$ cat src/shared/ipl_pkg.sv
// ipl_pkg: addresses, field layout, reset values of the interrupt priority store
package ipl_pkg;
  localparam int          IPL_AW          = 8;
  localparam int          IPL_DW          = 8;
  localparam int          IPL_NSRC        = 11;
  localparam int          IPL_NLEG        = 7;
  localparam int          IPL_NNEW        = 4;
  // sfr addresses
  localparam logic [7:0]  IPL_ADDR_LEG_HI = 8'hb7;
  localparam logic [7:0]  IPL_ADDR_LEG_LO = 8'hb8;
  localparam logic [7:0]  IPL_ADDR_NEW_HI = 8'hf7;
  localparam logic [7:0]  IPL_ADDR_NEW_LO = 8'hf8;
  // reset values of implemented bits
  localparam logic [6:0]  IPL_LEG_RST     = 7'h00;
  localparam logic [3:0]  IPL_NEW_RST     = 4'h0;
  // source index = polling rank - 1; legacy bits 0..6, newer bits 0..3 from 7
  localparam int          IPL_SRC_EXT0    = 0;
  localparam int          IPL_SRC_TMR0    = 1;
  localparam int          IPL_SRC_EXT1    = 2;
  localparam int          IPL_SRC_TMR1    = 3;
  localparam int          IPL_SRC_SERIAL  = 4;
  localparam int          IPL_SRC_TMR2    = 5;
  localparam int          IPL_SRC_PCA     = 6;
  localparam int          IPL_SRC_CAN     = 7;
  localparam int          IPL_SRC_ADC     = 8;
  localparam int          IPL_SRC_OVR     = 9;
  localparam int          IPL_SRC_SPI     = 10;
  localparam logic [3:0]  IPL_NONE        = 4'hf;
  typedef logic [1:0] ipl_level_t;
endpackage

$ cat src/ipl_prio_regs.sv
// ipl_prio_regs: sfr priority-level store for eleven interrupt sources
//
// Contract
// [RULE_01] Legacy low register holds ext0..pca low bits at bits 0..6.
// [RULE_02] Newer low register holds can, adc, overrun, spi at bits 0..3.
// [RULE_03] Legacy high register pairs its bits 6..0 with the legacy low bits.
// [RULE_04] Level per source is {high bit, low bit}, 00 lowest, 11 highest.
// [RULE_05] Legacy registers clear bits 6..0 on reset; low one is bit-addressable.
// [RULE_06] Newer low register clears bits 3..0 on reset and is bit-addressable.
// [RULE_07] Software never sets reserved bits nor trusts their read value.
// [RULE_08] Newer high register holds can, adc, overrun, spi high bits, reset clear.
// [RULE_09] Equal levels are resolved by fixed poll order, overrun 10 and spi 11 last.
`timescale 1ns/1ps
module ipl_prio_regs
  import ipl_pkg::*;
(
  // clock and reset
  input  wire logic                  mclk,
  input  wire logic                  reset_n,
  // sfr byte access
  input  wire logic [7:0]            sfr_addr,
  input  wire logic                  sfr_wr,
  input  wire logic [7:0]            sfr_wdata,
  input  wire logic                  sfr_rd,
  output logic [7:0]                 sfr_rdata_q,
  output logic                       sfr_hit,
  // sfr single-bit access (bit-addressable registers only)
  input  wire logic                  bit_wr,
  input  wire logic [7:0]            bit_byte_addr,
  input  wire logic [2:0]            bit_sel,
  input  wire logic                  bit_wdata,
  // levels out
  output logic [2*IPL_NSRC-1:0]      src_level,
  // arbitration
  input  wire logic [IPL_NSRC-1:0]   src_pend,
  output logic                       win_valid_q,
  output logic [3:0]                 win_idx_q,
  output ipl_pkg::ipl_level_t        win_level_q
);
  logic [6:0] leg_lo_q;
  logic [6:0] leg_hi_q;
  logic [3:0] new_lo_q;
  logic [3:0] new_hi_q;

  // ----------------------------------------
  // decode helpers
  // ----------------------------------------
  function automatic logic byte_wr(input logic [7:0] a);
    byte_wr = sfr_wr && (sfr_addr == a);
  endfunction

  function automatic logic bit_hit(input logic [7:0] a);
    bit_hit = bit_wr && (bit_byte_addr == a);
  endfunction

  function automatic ipl_level_t level_pair(input logic hi, input logic lo);
    level_pair = {hi, lo};
  endfunction

  assign sfr_hit = (sfr_addr == IPL_ADDR_LEG_HI) || (sfr_addr == IPL_ADDR_LEG_LO)
                || (sfr_addr == IPL_ADDR_NEW_HI) || (sfr_addr == IPL_ADDR_NEW_LO);

  // ----------------------------------------
  // registers
  // ----------------------------------------
  // reserved bits are not stored, so a stray write to them is harmless
  always_ff @(posedge mclk) begin
    if (!reset_n) begin
      leg_lo_q <= IPL_LEG_RST; // [RULE_05]
    end else if (byte_wr(IPL_ADDR_LEG_LO)) begin
      leg_lo_q <= sfr_wdata[6:0]; // [RULE_01]
    end else if (bit_hit(IPL_ADDR_LEG_LO) && bit_sel != 3'd7) begin
      leg_lo_q[bit_sel] <= bit_wdata; // [RULE_05]
    end
  end

  always_ff @(posedge mclk) begin
    if (!reset_n) begin
      leg_hi_q <= IPL_LEG_RST; // [RULE_05]
    end else if (byte_wr(IPL_ADDR_LEG_HI)) begin
      leg_hi_q <= sfr_wdata[6:0]; // [RULE_03]
    end
  end

  always_ff @(posedge mclk) begin
    if (!reset_n) begin
      new_lo_q <= IPL_NEW_RST; // [RULE_06]
    end else if (byte_wr(IPL_ADDR_NEW_LO)) begin
      new_lo_q <= sfr_wdata[3:0]; // [RULE_02]
    end else if (bit_hit(IPL_ADDR_NEW_LO) && !bit_sel[2]) begin
      new_lo_q[bit_sel[1:0]] <= bit_wdata; // [RULE_06]
    end
  end

  always_ff @(posedge mclk) begin
    if (!reset_n) begin
      new_hi_q <= IPL_NEW_RST; // [RULE_08]
    end else if (byte_wr(IPL_ADDR_NEW_HI)) begin
      new_hi_q <= sfr_wdata[3:0]; // [RULE_08]
    end
  end

  // ----------------------------------------
  // read path
  // ----------------------------------------
  // reserved bits read zero; software must not depend on it
  always_ff @(posedge mclk) begin
    if (!reset_n) begin
      sfr_rdata_q <= 8'h00;
    end else if (sfr_rd) begin
      case (sfr_addr)
        IPL_ADDR_LEG_LO: sfr_rdata_q <= {1'b0, leg_lo_q};
        IPL_ADDR_LEG_HI: sfr_rdata_q <= {1'b0, leg_hi_q};
        IPL_ADDR_NEW_LO: sfr_rdata_q <= {4'h0, new_lo_q};
        IPL_ADDR_NEW_HI: sfr_rdata_q <= {4'h0, new_hi_q};
        default:         sfr_rdata_q <= 8'h00;
      endcase
    end
  end

  // ----------------------------------------
  // levels
  // ----------------------------------------
  always_comb begin
    for (int k = 0; k < IPL_NLEG; k++) begin
      src_level[2*k +: 2] = level_pair(leg_hi_q[k], leg_lo_q[k]); // [RULE_04]
    end
    for (int k = 0; k < IPL_NNEW; k++) begin
      src_level[2*(IPL_NLEG+k) +: 2] = level_pair(new_hi_q[k], new_lo_q[k]); // [RULE_04]
    end
  end

  ipl_arbiter #(
    .N (IPL_NSRC)
  ) u_arb (
    .mclk        (mclk),
    .reset_n     (reset_n),
    .pend        (src_pend),
    .levels      (src_level),
    .win_valid_q (win_valid_q),
    .win_idx_q   (win_idx_q),
    .win_level_q (win_level_q)
  );

  // ----------------------------------------
  // checks
  // ----------------------------------------
  // strobes spelled out: inside a property the decode functions read post-edge values
  leg_lo_write_a: assert property (@(posedge mclk) disable iff (!reset_n) // [RULE_01]
    sfr_wr && sfr_addr == IPL_ADDR_LEG_LO |=> leg_lo_q == $past(sfr_wdata[6:0]))
    else $error("legacy low write lost");
  new_lo_write_a: assert property (@(posedge mclk) disable iff (!reset_n) // [RULE_02]
    sfr_wr && sfr_addr == IPL_ADDR_NEW_LO |=> new_lo_q == $past(sfr_wdata[3:0]))
    else $error("newer low write lost");
  leg_hi_write_a: assert property (@(posedge mclk) disable iff (!reset_n) // [RULE_03]
    sfr_wr && sfr_addr == IPL_ADDR_LEG_HI
    |=> src_level[2*IPL_SRC_PCA+1] == $past(sfr_wdata[6]))
    else $error("pca high bit mismatch");
  level_form_a: assert property (@(posedge mclk) disable iff (!reset_n) // [RULE_04]
    src_level[2*IPL_SRC_SPI +: 2] == {new_hi_q[3], new_lo_q[3]})
    else $error("spi level formed wrongly");
  leg_reset_a: assert property (@(posedge mclk) // [RULE_05]
    !reset_n |=> leg_lo_q == IPL_LEG_RST && leg_hi_q == IPL_LEG_RST)
    else $error("legacy not cleared");
  new_reset_a: assert property (@(posedge mclk) // [RULE_06]
    !reset_n |=> new_lo_q == IPL_NEW_RST && sfr_rdata_q == 8'h00)
    else $error("newer low not cleared");
  new_hi_read_a: assert property (@(posedge mclk) disable iff (!reset_n) // [RULE_08]
    sfr_rd && sfr_addr == IPL_ADDR_NEW_HI |=> sfr_rdata_q == {4'h0, $past(new_hi_q)})
    else $error("newer high read wrong");
  tie_order_a: assert property (@(posedge mclk) disable iff (!reset_n) // [RULE_09]
    src_pend == 11'b110_0000_0000 && src_level[21:18] == 4'b0000
    |=> win_idx_q == 4'(IPL_SRC_OVR))
    else $error("tie order wrong");
  leg_lo_bit_a: assert property (@(posedge mclk) disable iff (!reset_n) // [RULE_05]
    bit_wr && !sfr_wr && bit_byte_addr == IPL_ADDR_LEG_LO && bit_sel != 3'd7
    |=> leg_lo_q[$past(bit_sel)] == $past(bit_wdata))
    else $error("legacy low bit write lost");
  new_lo_bit_a: assert property (@(posedge mclk) disable iff (!reset_n) // [RULE_06]
    bit_wr && !sfr_wr && bit_byte_addr == IPL_ADDR_NEW_LO && !bit_sel[2]
    |=> new_lo_q[$past(bit_sel[1:0])] == $past(bit_wdata))
    else $error("newer low bit write lost");
  new_hi_write_a: assert property (@(posedge mclk) disable iff (!reset_n) // [RULE_08]
    sfr_wr && sfr_addr == IPL_ADDR_NEW_HI |=> new_hi_q == $past(sfr_wdata[3:0]))
    else $error("newer high write lost");
  leg_lo_hold_a: assert property (@(posedge mclk) disable iff (!reset_n) // [RULE_01]
    !sfr_wr && !bit_wr |=> $stable(leg_lo_q))
    else $error("legacy low changed unasked");
  new_lo_hold_a: assert property (@(posedge mclk) disable iff (!reset_n) // [RULE_02]
    !sfr_wr && !bit_wr |=> $stable(new_lo_q))
    else $error("newer low changed unasked");
  leg_hi_hold_a: assert property (@(posedge mclk) disable iff (!reset_n) // [RULE_03]
    !sfr_wr |=> $stable(leg_hi_q))
    else $error("legacy high changed unasked");
  new_hi_hold_a: assert property (@(posedge mclk) disable iff (!reset_n) // [RULE_08]
    !sfr_wr |=> $stable(new_hi_q))
    else $error("newer high changed unasked");
  leg_lo_read_a: assert property (@(posedge mclk) disable iff (!reset_n) // [RULE_01]
    sfr_rd && sfr_addr == IPL_ADDR_LEG_LO |=> sfr_rdata_q == {1'b0, $past(leg_lo_q)})
    else $error("legacy low read wrong");
  leg_hi_read_a: assert property (@(posedge mclk) disable iff (!reset_n) // [RULE_03]
    sfr_rd && sfr_addr == IPL_ADDR_LEG_HI |=> sfr_rdata_q == {1'b0, $past(leg_hi_q)})
    else $error("legacy high read wrong");
  new_lo_read_a: assert property (@(posedge mclk) disable iff (!reset_n) // [RULE_02]
    sfr_rd && sfr_addr == IPL_ADDR_NEW_LO |=> sfr_rdata_q == {4'h0, $past(new_lo_q)})
    else $error("newer low read wrong");
  hit_high_a: assert property (@(posedge mclk) disable iff (!reset_n) // [RULE_08]
    sfr_addr == IPL_ADDR_LEG_HI || sfr_addr == IPL_ADDR_NEW_HI |-> sfr_hit)
    else $error("high register not decoded");
  hit_low_a: assert property (@(posedge mclk) disable iff (!reset_n) // [RULE_02]
    sfr_addr == IPL_ADDR_LEG_LO || sfr_addr == IPL_ADDR_NEW_LO |-> sfr_hit)
    else $error("low register not decoded");

  // ----------------------------------------
  // arbitration checks
  // ----------------------------------------
  win_level_a: assert property (@(posedge mclk) disable iff (!reset_n) // [RULE_04]
    src_pend[IPL_SRC_SPI] |=> win_level_q >= $past(src_level[2*IPL_SRC_SPI +: 2]))
    else $error("winner below a pending level");
  win_valid_a: assert property (@(posedge mclk) disable iff (!reset_n) // [RULE_09]
    src_pend != '0 |=> win_valid_q)
    else $error("pending source not seen");
  win_idle_a: assert property (@(posedge mclk) disable iff (!reset_n) // [RULE_09]
    src_pend == '0 |=> !win_valid_q && win_idx_q == IPL_NONE)
    else $error("idle winner wrong");
endmodule

$ cat src/ipl_arbiter.sv
// ipl_arbiter: highest level, then lowest poll index among pending sources
`timescale 1ns/1ps
module ipl_arbiter
  import ipl_pkg::*;
#(
  parameter int N = 11
) (
  // clock and reset
  input  wire logic                mclk,
  input  wire logic                reset_n,
  // sources
  input  wire logic [N-1:0]        pend,
  input  wire logic [2*N-1:0]      levels,
  // winner
  output logic                     win_valid_q,
  output logic [3:0]               win_idx_q,
  output ipl_pkg::ipl_level_t      win_level_q
);
  logic       v_d;
  logic [3:0] i_d;
  ipl_level_t l_d;

  if (N > 15) begin : g_chk
    $error("ipl_arbiter: N too large for 4-bit index");
  end

  // strictly greater only: equal levels keep the earlier poll index
  always_comb begin
    v_d = 1'b0;
    i_d = IPL_NONE;
    l_d = 2'b00;
    for (int k = 0; k < N; k++) begin
      if (pend[k] && (!v_d || levels[2*k +: 2] > l_d)) begin // [RULE_09]
        v_d = 1'b1;
        i_d = 4'(k);
        l_d = levels[2*k +: 2];
      end
    end
  end

  always_ff @(posedge mclk) begin
    if (!reset_n) begin
      win_valid_q <= 1'b0;
      win_idx_q   <= IPL_NONE;
      win_level_q <= 2'b00;
    end else begin
      win_valid_q <= v_d;
      win_idx_q   <= i_d;
      win_level_q <= l_d;
    end
  end
endmodule

$ cat config.mk
export PLATFORM = sky130hd
export DESIGN_NAME = ipl_prio_regs
export DESIGN_NICKNAME = d
export VERILOG_FILES = /design/src/shared/ipl_pkg.sv /design/src/ipl_prio_regs.sv /design/src/ipl_arbiter.sv
export SDC_FILE = /design/constraint.sdc
export NUM_CORES = 1
export LEC_CHECK = 0
export ABC_AREA = 1
export BUFFER_PORTS_ARGS = -buffer_cell sky130_fd_sc_hd__buf_2
export CAP_MARGIN = 5
export CORE_MARGIN = 2
export CORE_UTILIZATION = 52
export DETAILED_ROUTE_END_ITERATION = 7
export GPL_TIMING_DRIVEN = 0
export PLACE_DENSITY = 0.81
export SYNTH_ARGS = -nofsm -noshare
export SYNTH_HDL_FRONTEND = slang
export SYNTH_SLANG_ARGS = --single-unit
$ cat constraint.sdc
create_clock -name mclk -period 11.6 [get_ports mclk]
set_input_delay 1.16 -clock mclk [delete_from_list [all_inputs] [get_ports mclk]]
set_output_delay 1.16 -clock mclk [all_outputs]
set_load 0.02 [all_outputs]
==> results of run 1 <==
how the worst max path moves through the flow:
stage / start / endpoint / depth (start not counted)
after floorplan: src_pend[0] / u_arb.win_idx_q[1] / 79
after global placement: src_pend[0] / u_arb.win_idx_q[1] / 80
after detailed placement: src_pend[0] / u_arb.win_idx_q[1] / 80
after CTS: src_pend[0] / u_arb.win_idx_q[1] / 80
after global routing: src_pend[0] / u_arb.win_idx_q[2] / 83
final: src_pend[0] / u_arb.win_idx_q[1] / 81
cells by family (layout without fill, tap and decap cells):
| group | after synthesis | in the layout |
|---|---|---|
| buf+inv | 76 | 162 |
| compound gates | 100 | 100 |
| simple gates | 175 | 175 |
| flops | 36 | 36 |
| fa+ha+maj | 18 | 18 |
| other cells | 1 | 1 |
| mux | 1 | 1 |
worst max-delay path: cells and delay by family:
family,cells,cell delay [ns]
and+or+nand+nor,49,4.72
adders and majority gates,10,2.74
AOI/OAI and AO/OA,12,1.52
buffers and inverters,10,0.75
report_power, final:
| part | switching, mW | internal, mW |
|---|---|---|
| logic | 0.0361 | 0.0207 |
| registers | 0.000642 | 0.126 |
| clock network | 0.0425 | 0.0408 |
| total | 0.0792 | 0.188 |
per-layer routing:
metal | wire length [um] | share of wire [%]
met1 | 3222 | 46
met2 | 3139 | 44
met3 | 434 | 6.1
met4 | 283 | 4.0
met5 | 0 | 0
flip-flops by register name, summed over array words and instances, names as in the netlist:
signal / flops
u_arb.win_valid_q: 1
leg_lo_q: 7
new_hi_q: 4
new_lo_q: 4
u_arb.win_idx_q: 4
leg_hi_q: 7
sfr_rdata_q: 7
u_arb.win_level_q: 2
cell usage after synthesis, types with 2 or more instances:
library cell / n / area share [%]
inv_2: 4 / 0.56
o21ai_0: 35 / 6.5
nor2_1: 17 / 2.4
nand2_4: 5 / 2.1
a21oi_1: 29 / 5.4
nand3_2: 9 / 3.4
nand2_2: 11 / 2.6
dfxtp_1: 36 / 27
a31oi_1: 3 / 0.70
or2_4: 2 / 0.65
nand4_1: 3 / 0.70
nor3_1: 8 / 1.5
o21ai_2: 5 / 1.6
nand2_1: 88 / 12
nand3_1: 22 / 4.1
nor4_1: 2 / 0.47
inv_1: 66 / 9.3
and2_1: 5 / 1.2
o22ai_1: 16 / 3.7
o21ai_1: 8 / 1.5
ha_1: 18 / 8.4
clkbuf_1: 5 / 0.70
what timing repair did:
action | in CTS | in global routing
resized for setup | 0 | 5
setup endpoints to repair | 0 | 6
hold buffers | 0 | 0
layout make-up:
cell class	count	share of cell area, %
Tap cell	70	2.701
Clock inverter	1	0.1543
Sequential cell	36	22.22
Clock buffer	6	2.238
Timing Repair Buffer	79	12.19
Multi-Input combinational cell	295	51.58
Buffer	6	0.8102
Inverter	70	8.102
==> impl_metrics.ini, run 1 <==
[logic_synthesis]
synth.distinct_cells = 32
syn_avg_cell_area_sq_um = 6.573
synthFlopType = dfxtp_1
synth_area_sq_mm = 0.002675
synth.area.mux_share_pct = 0.3742
synth_warnings = 0
synth_xor_xnor_area_share_pct = 0
synthAdderAreaFrac_pct = 8.419
synth_nets = 469
yosysSeqAreaShare_pct = 26.94
synth_top_family_by_area = simple AND/OR/NAND/NOR gates
async_flop_share_pct = 0
yosys.area_share.simple_pct = 32.23
synth_edf_count = 0
synth_compound_area_share_pct = 21.09
synth-seq-cells = 36
postSynthCellCount = 407

[route]
viasPerCell = 5.339
wl_per_cell_um = 12.57
dr.first_iter.drc_count = 146
drc_errors = 0
wirelength_mm = 7.079
firstDrtPassIters = 4
ant_nets = 0
num_vias = 3006

[critical_path]
arrival_ns = 10.90
rr_startpoint = leg_hi_q[0]
worst_setup_path_end_kind = register
startpoint_type = input port
r2r_cells = 80
slowest_delay_ns = 0.29
crit_top_cell = nand2_1
ff2ff_setup_slack_ns = 1.52
worst-setup-path-type = in2reg
regToRegEndpoint = u_arb.win_idx_q[1]
cp_max_fo = 6
crit_required_ns = 11.78
crit_slowest_cell = ha_1

[timing]
period_needed_ns = 10.72
worst_pin_slew_ns = 0.7533
max-slew-margin-rel_pct = 49.32
drv_slew = 0
postLayoutSetupSlackWorst_ns = 0.8824
max_freq_mhz = 93.30
hold_viol = 0
rsz0062_at_grt = false
holdWs_ns = 0.4746
skew_ns = 0.009407
setup_tns_ns = 0
finalCritPeriodShare_pct = 92.39
setup_viol = 0

[cts]
postCtsSetupBuffers = 0
cts_tree = done
clockRootBuffer = clkbuf_8
clock_path_buffers = 2
clock_sinks = 36
path_clk_slew_ns = 0.07
cts-htree-levels = 2
cts_buffers = 5
clkLatencyLatePin_ns = 0.29

[grt]
use_met1_pct = 33.44
grt_pass1_vias = 2597
grt_max_degree = 11
antenna_found_initial = 0
busiest_layer = met2
met3_usage_pct = 5.556
grt_util_met2_pct = 39.71
grt_use_total_pct = 25.88
grt_pass1_wl_mm = 11.27
grt_overflow = 0

[final_layout]
area_growth_pct = 21.23
fillers = 466
antenna_cells = 0
seq_area_sq_um = 720.7
drive_gt1_share_pct = 25.76
final_util_pct = 64.32
layoutNonFillerInstCount = 563
final_cell_mix = nand2_1, buf_2, inv_1
multi_input_area_sq_mm = 0.001673
final_area_sq_mm = 0.003243
fin_nets = 555
final_common_cell = nand2_1

[placed_design]
port_buffers = 79
place_area_sq_mm = 0.003158
gp_congestion = 0.9071
dp_hpwl_mm = 5.805
dp_slack_ns = 0.4340
dp.cells = 556

[hold_path]
hold_path_class = reg2reg
holdPathStages = 2
hold_end = sfr_rdata_q[5]
hp-start = sfr_rdata_q[5]

[floorplan]
die-area_sq_mm = 0.005734
core-area_sq_mm = 0.005042
die_w_um = 75.73
row_count = 26
start_util_pct = 53.05
die_y_um = 75.73
ios = 82

[power_and_ir_drop]
power.total_mw = 0.2673
p_leak_nw = 1.677
powerDensity_mw_per_mm2 = 82.41
peakVddDrop_mv = 0.05391

[flow_run]
maxCapViolCount = 0

[run_status]
status = finished clean
Note: power is estimated with default switching activity, not from simulation.
==> run 2: changes to the inputs <==
--- a/config.mk
+++ b/config.mk
@@ -13,6 +13,7 @@
 export DETAILED_ROUTE_END_ITERATION = 7
 export GPL_TIMING_DRIVEN = 0
 export PLACE_DENSITY = 0.81
+export RECOVER_POWER = 50
 export SYNTH_ARGS = -nofsm -noshare
 export SYNTH_HDL_FRONTEND = slang
 export SYNTH_SLANG_ARGS = --single-unit
==> impl_metrics.ini, run 2 (synthesis results as in run 1) <==
[route]
num_vias = 3005
dr.first_iter.drc_count = 119
firstDrtPassIters = 4
wirelength_mm = 7.149
viasPerCell = 5.337
ant_nets = 0
drc_errors = 0
wl_per_cell_um = 12.70

[power_and_ir_drop]
peakVddDrop_mv = 0.05384
seqPwrFrac_pct = 47.7
power.total_mw = 0.2669
p_leak_nw = 1.529
switching_power_mw = 0.07970
powerDensity_mw_per_mm2 = 83.46
power_frac_comb_pct = 21.0
power.internal_mw = 0.1872
clock_power_share_pct = 31.3
p_sw_share_pct = 29.86

[grt]
grt_pass1_wl_mm = 11.27
antenna_found_initial = 0
grt_overflow = 0
grt_use_total_pct = 25.88
grt_pass1_vias = 2597
grt_max_degree = 11

[floorplan]
die-area_sq_mm = 0.005734
row_count = 26
core-area_sq_mm = 0.005042
start_util_pct = 53.05
die_y_um = 75.73
die_w_um = 75.73
ios = 82

[final_layout]
area_growth_pct = 19.55
fillers = 489
fin_nets = 555
final_area_sq_mm = 0.003198
final_common_cell = nand2_1
drive_gt1_share_pct = 18.46
reg_top3 = leg_hi_q: 7 flops, leg_lo_q: 7 flops, sfr_rdata_q: 7 flops
final_cell_mix = nand2_1, inv_1, buf_2
antenna_cells = 0

[run_status]
status = finished clean

[timing]
setup_viol = 0
worst_pin_slew_ns = 0.7665
skew_ns = 0.01035
setup_tns_ns = 0
period_needed_ns = 10.71
finalCritPeriodShare_pct = 92.34
hold_viol = 0
holdWs_ns = 0.4784
max_freq_mhz = 93.36
drv_slew = 0
max-slew-margin-rel_pct = 48.43
rsz0062_at_grt = false

[cts]
cts-htree-levels = 2
cts_buffers = 5
clock_sinks = 36
path_clk_slew_ns = 0.07
clock_path_buffers = 2
postCtsSetupBuffers = 0
clkLatencyLatePin_ns = 0.29
clockRootBuffer = clkbuf_8
ctsHoldBuffers = 0
cts_tree = done

[critical_path]
slowest_delay_ns = 0.29
ff2ff_setup_slack_ns = 1.52
worst_setup_path_end_kind = register
rr_startpoint = leg_hi_q[0]
crit_family = simple AND/OR/NAND/NOR gates
startpoint_type = input port
cp.depth = 81
crit_required_ns = 11.79
worst-setup-path-type = in2reg
worst-path-buf-inv = 10
crit_top_cell = nand2_1
crit_path_start = src_pend[0]
arrival_ns = 10.90
r2r_cells = 80
cp_max_fo = 6
crit_slowest_cell = ha_1

[flow_run]
maxCapViolCount = 0

[placed_design]
port_buffers = 79
gp_congestion = 0.9071
dp_hpwl_mm = 5.805
place_area_sq_mm = 0.003158

[hold_path]
hp-start = sfr_rdata_q[5]
hold_path_class = reg2reg
holdPathStages = 2
run 2: worst min-delay path: stages (launching register included):
cell and delay [ns]:
dfxtp_1 0.32, nand2_1 0.06, a21oi_1 0.05
run 2: repair_timing:
item | in CTS | in global routing
setup endpoints to repair | 0 | 6
hold endpoints to repair | 0 | 0
gates resized for setup | 0 | 5
run 2: final timing paths:
check	end
hold / removal	sfr_rdata_q[5]
setup / recovery	u_arb.win_idx_q[1]
hold reg to reg	sfr_rdata_q[5]
setup reg to reg	u_arb.win_idx_q[1]
run 2: power groups by stage:
stage | logic (mW) | clock network, mW | registers (mW)
after detailed placement | 0.0555 | 0 | 0.130
after CTS | 0.0558 | 0.0849 | 0.127
final | 0.0561 | 0.0836 | 0.127
after global routing | 0.0627 | 0.0904 | 0.128
after global placement | 0.0543 | 0 | 0.130
after floorplan | 0.0309 | 0 | 0.134
run 2: area by class of cell:
class	count	area, sq um	area share (%)
multi-input cells	295	1673	52.31
flip-flops and latches	36	720.7	22.54
repair buffers	79	350.3	10.95
inverters	70	262.8	8.216
well taps	70	87.58	2.739
clock buffers	6	72.57	2.269
plain buffers	6	26.28	0.8216
clock inverters	1	5.005	0.1565
run 2: routing by layer:
metal  up-vias  global-route usage, %  routed length, um
li1       1521                      -                  -
met2       112                  39.71               3164
met4         0                  15.01                301
met3        30                  5.556                400
met1      1342                  33.44               3282
met5         -                      0                  0
run 2: metrics by stage:
stage | worst slack, ns | util [%] | cells
finish | 0.8883 | 63.42 | 563
global route | 0.01222 | 63.42 | 563
floorplan | 1.584 | - | 407
CTS | 0.6259 | 64.17 | 563
global placement | 0.7150 | 62.63 | 556
detailed placement | 0.4340 | 62.63 | 556
==> run 3: changes to the inputs <==
--- a/config.mk
+++ b/config.mk
@@ -5,7 +5,6 @@
 export SDC_FILE = /design/constraint.sdc
 export NUM_CORES = 1
 export LEC_CHECK = 0
-export ABC_AREA = 1
 export BUFFER_PORTS_ARGS = -buffer_cell sky130_fd_sc_hd__buf_2
 export CAP_MARGIN = 5
 export CORE_MARGIN = 2
==> impl_metrics.ini, run 3 <==
[floorplan]
die_y_um = 76.39
row_count = 26
die_w_um = 76.39
start_util_pct = 53.70
die-area_sq_mm = 0.005835
core-area_sq_mm = 0.005075
ios = 82

[hold_path]
hold_path_class = reg2reg
hp-start = sfr_rdata_q[5]
holdPathStages = 2
hold_end = sfr_rdata_q[5]

[final_layout]
reg_top3 = leg_hi_q: 7 flops, leg_lo_q: 7 flops, sfr_rdata_q: 7 flops
seq_area_sq_um = 720.7
area_growth_pct = 47.93
multi_input_area_sq_mm = 0.002276
drive_gt1_share_pct = 39.35
final_area_sq_mm = 0.004031
antenna_cells = 0
final_common_cell = buf_2
fin_nets = 526
fillers = 345
final_cell_mix = buf_2, buf_4, nor2_1

[cts]
cts-htree-levels = 2
cts_tree = done
clock_sinks = 36
cts_buffers = 5
clock_path_buffers = 2
clockRootBuffer = clkbuf_8
path_clk_slew_ns = 0.08
clkLatencyLatePin_ns = 0.29

[critical_path]
ff2ff_setup_slack_ns = 0.27
startpoint_type = input port
worst-setup-path-type = in2reg
crit_slowest_cell = or4b_4
worst_setup_path_end_kind = register
slowest_delay_ns = 0.50
rr_startpoint = leg_hi_q[0]
worst-path-buf-inv = 8
crit_required_ns = 11.77
arrival_ns = 12.03
cp_max_fo = 7
r2r_cells = 63
regToRegEndpoint = u_arb.win_idx_q[3]
cp.depth = 64
crit_family = compound AO/OA/AOI/OAI gates

[timing]
skew_ns = 0.008343
max_freq_mhz = 84.32
postLayoutSetupSlackWorst_ns = -0.2593
max-slew-margin-rel_pct = 42.05
worst_pin_slew_ns = 0.8613
setup_viol = 5
hold_viol = 0
drv_slew = 0
rsz0062_at_grt = true
period_needed_ns = 11.86
finalCritPeriodShare_pct = 102.2

[route]
num_vias = 3156
drc_errors = 0
viasPerCell = 5.899
wirelength_mm = 9.065
wl_per_cell_um = 16.94
ant_nets = 0
firstDrtPassIters = 4
dr.first_iter.drc_count = 140

[logic_synthesis]
async_flop_share_pct = 0
synth_common_cells = nor2_1, dfxtp_1, mux2i_1, inv_1, nand2_1
synth_area_leaders = dfxtp_1, mux2i_1, ha_1
synth.distinct_cells = 63
synth_edf_count = 0
synth.top_cell.area_share_pct = 26.45
synth_warnings = 0
syn_avg_cell_area_sq_um = 8.062
synth_nets = 400
synth_area_sq_mm = 0.002725
yosys.area.top_type = dfxtp_1
postSynthCellCount = 338
synth_most_common_cell = nor2_1
synthFlopType = dfxtp_1
yosysSeqAreaShare_pct = 26.45
synth-seq-cells = 36

[grt]
grt_overflow = 0
grt_use_total_pct = 28.19
grt_max_degree = 12
antenna_found_initial = 0
grt_pass1_wl_mm = 13.44
grt_pass1_vias = 2903

[placed_design]
dp_hpwl_mm = 6.022
port_buffers = 76
place_area_sq_mm = 0.003395
dp_slack_ns = -1.281
gp_congestion = 0.8962

[flow_run]
maxCapViolCount = 0

[run_status]
violations = negative setup slack
status = complete, but fails checks

[power_and_ir_drop]
p_leak_nw = 1.657
power.internal_mw = 0.2815
p_sw_share_pct = 32.79
peakVddDrop_mv = 0.07453
power_frac_comb_pct = 42.6
powerDensity_mw_per_mm2 = 103.9
switching_power_mw = 0.1374
clock_power_share_pct = 25.9
seqPwrFrac_pct = 31.5
run 3: cell count changes after synthesis, moves of 16 or more:
cell,before,now
nor2_1,17,46
o22ai_1,16,0
nand2_1,88,21
nand3_1,22,5
inv_1,66,25
mux2i_1,1,29
o21ai_0,35,15
run 3: logic make-up (layout without fill, tap and decap cells):
family                     count (synthesis)  after routing  synth area share, %
AOI/OAI and AO/OA                         87             87                23.60
adders and majority gates                 18             18                8.265
buffers and inverters                     37            164                5.647
DFF                                       36             36                26.45
muxes                                     33             33                12.44
other                                      1              1               0.1376
and+or+nand+nor                          126            126                23.46
run 3: worst max-delay path by stage:
stage / startpoint / to
final: src_pend[0] / u_arb.win_idx_q[3]
after global routing: src_pend[0] / u_arb.win_idx_q[3]
after CTS: src_pend[0] / u_arb.win_idx_q[3]
after detailed placement: src_pend[0] / u_arb.win_idx_q[3]
after global placement: src_pend[0] / u_arb.win_idx_q[3]
after floorplan: src_pend[0] / u_arb.win_idx_q[3]
run 3: layout make-up:
cell class,count,share of cell area [%]
plain buffers,11,1.614
clock buffers,6,1.800
clock inverters,2,0.8690
inverters,26,2.545
multi-input cells,265,56.46
flip-flops and latches,36,17.88
well taps,70,2.173
repair buffers,119,16.67
run 3: tightest hold or removal path: stages (launching register included):
cell and delay, ns:
dfxtp_1 0.33, a21oi_1 0.06, nor2_1 0.07
run 3: per-layer routing:
layer,part of all wire [%],wire [um],global-route usage (%),vias up
met3,6.7,604,4.621,30
met4,3.0,268,10.91,0
met2,50,4507,48.85,141
li1,-,-,-,1494
met5,0,0,0,-
met1,41,3685,34.96,1491
run 3: stage by stage:
stage               instances  hold WS [ns]  TNS [ns]  power (mW)  util [%]
finish                    535        0.4989   -0.7899      0.4188     79.44
global route              535        0.5321    -3.683      0.4378     79.44
CTS                       519        0.4945   -0.1097      0.3920     75.99
detailed placement        484        0.4789    -6.314      0.2554     66.89
global placement          484        0.4710    -5.097      0.2513     66.89
floorplan                 338        0.5802   -0.8981      0.2232         -
run 3: timing repair:
item | in CTS | in global routing
endpoints found under the setup margin | 6 | 6
pin swaps | 30 | 13
hold buffers | 0 | 0
setup buffers | 27 | 16
gates resized for setup | 30 | 21
run 3: power groups by stage:
| stage | logic (mW) | registers, mW | clock network, mW |
|---|---|---|---|
| 3_5_place_dp | 0.121 | 0.135 | 0 |
| 5_1_grt | 0.191 | 0.133 | 0.115 |
| 3_3_place_gp | 0.117 | 0.134 | 0 |
| 2_1_floorplan | 0.0797 | 0.144 | 0 |
| 4_1_cts | 0.152 | 0.132 | 0.108 |
| 6_report | 0.178 | 0.132 | 0.108 |
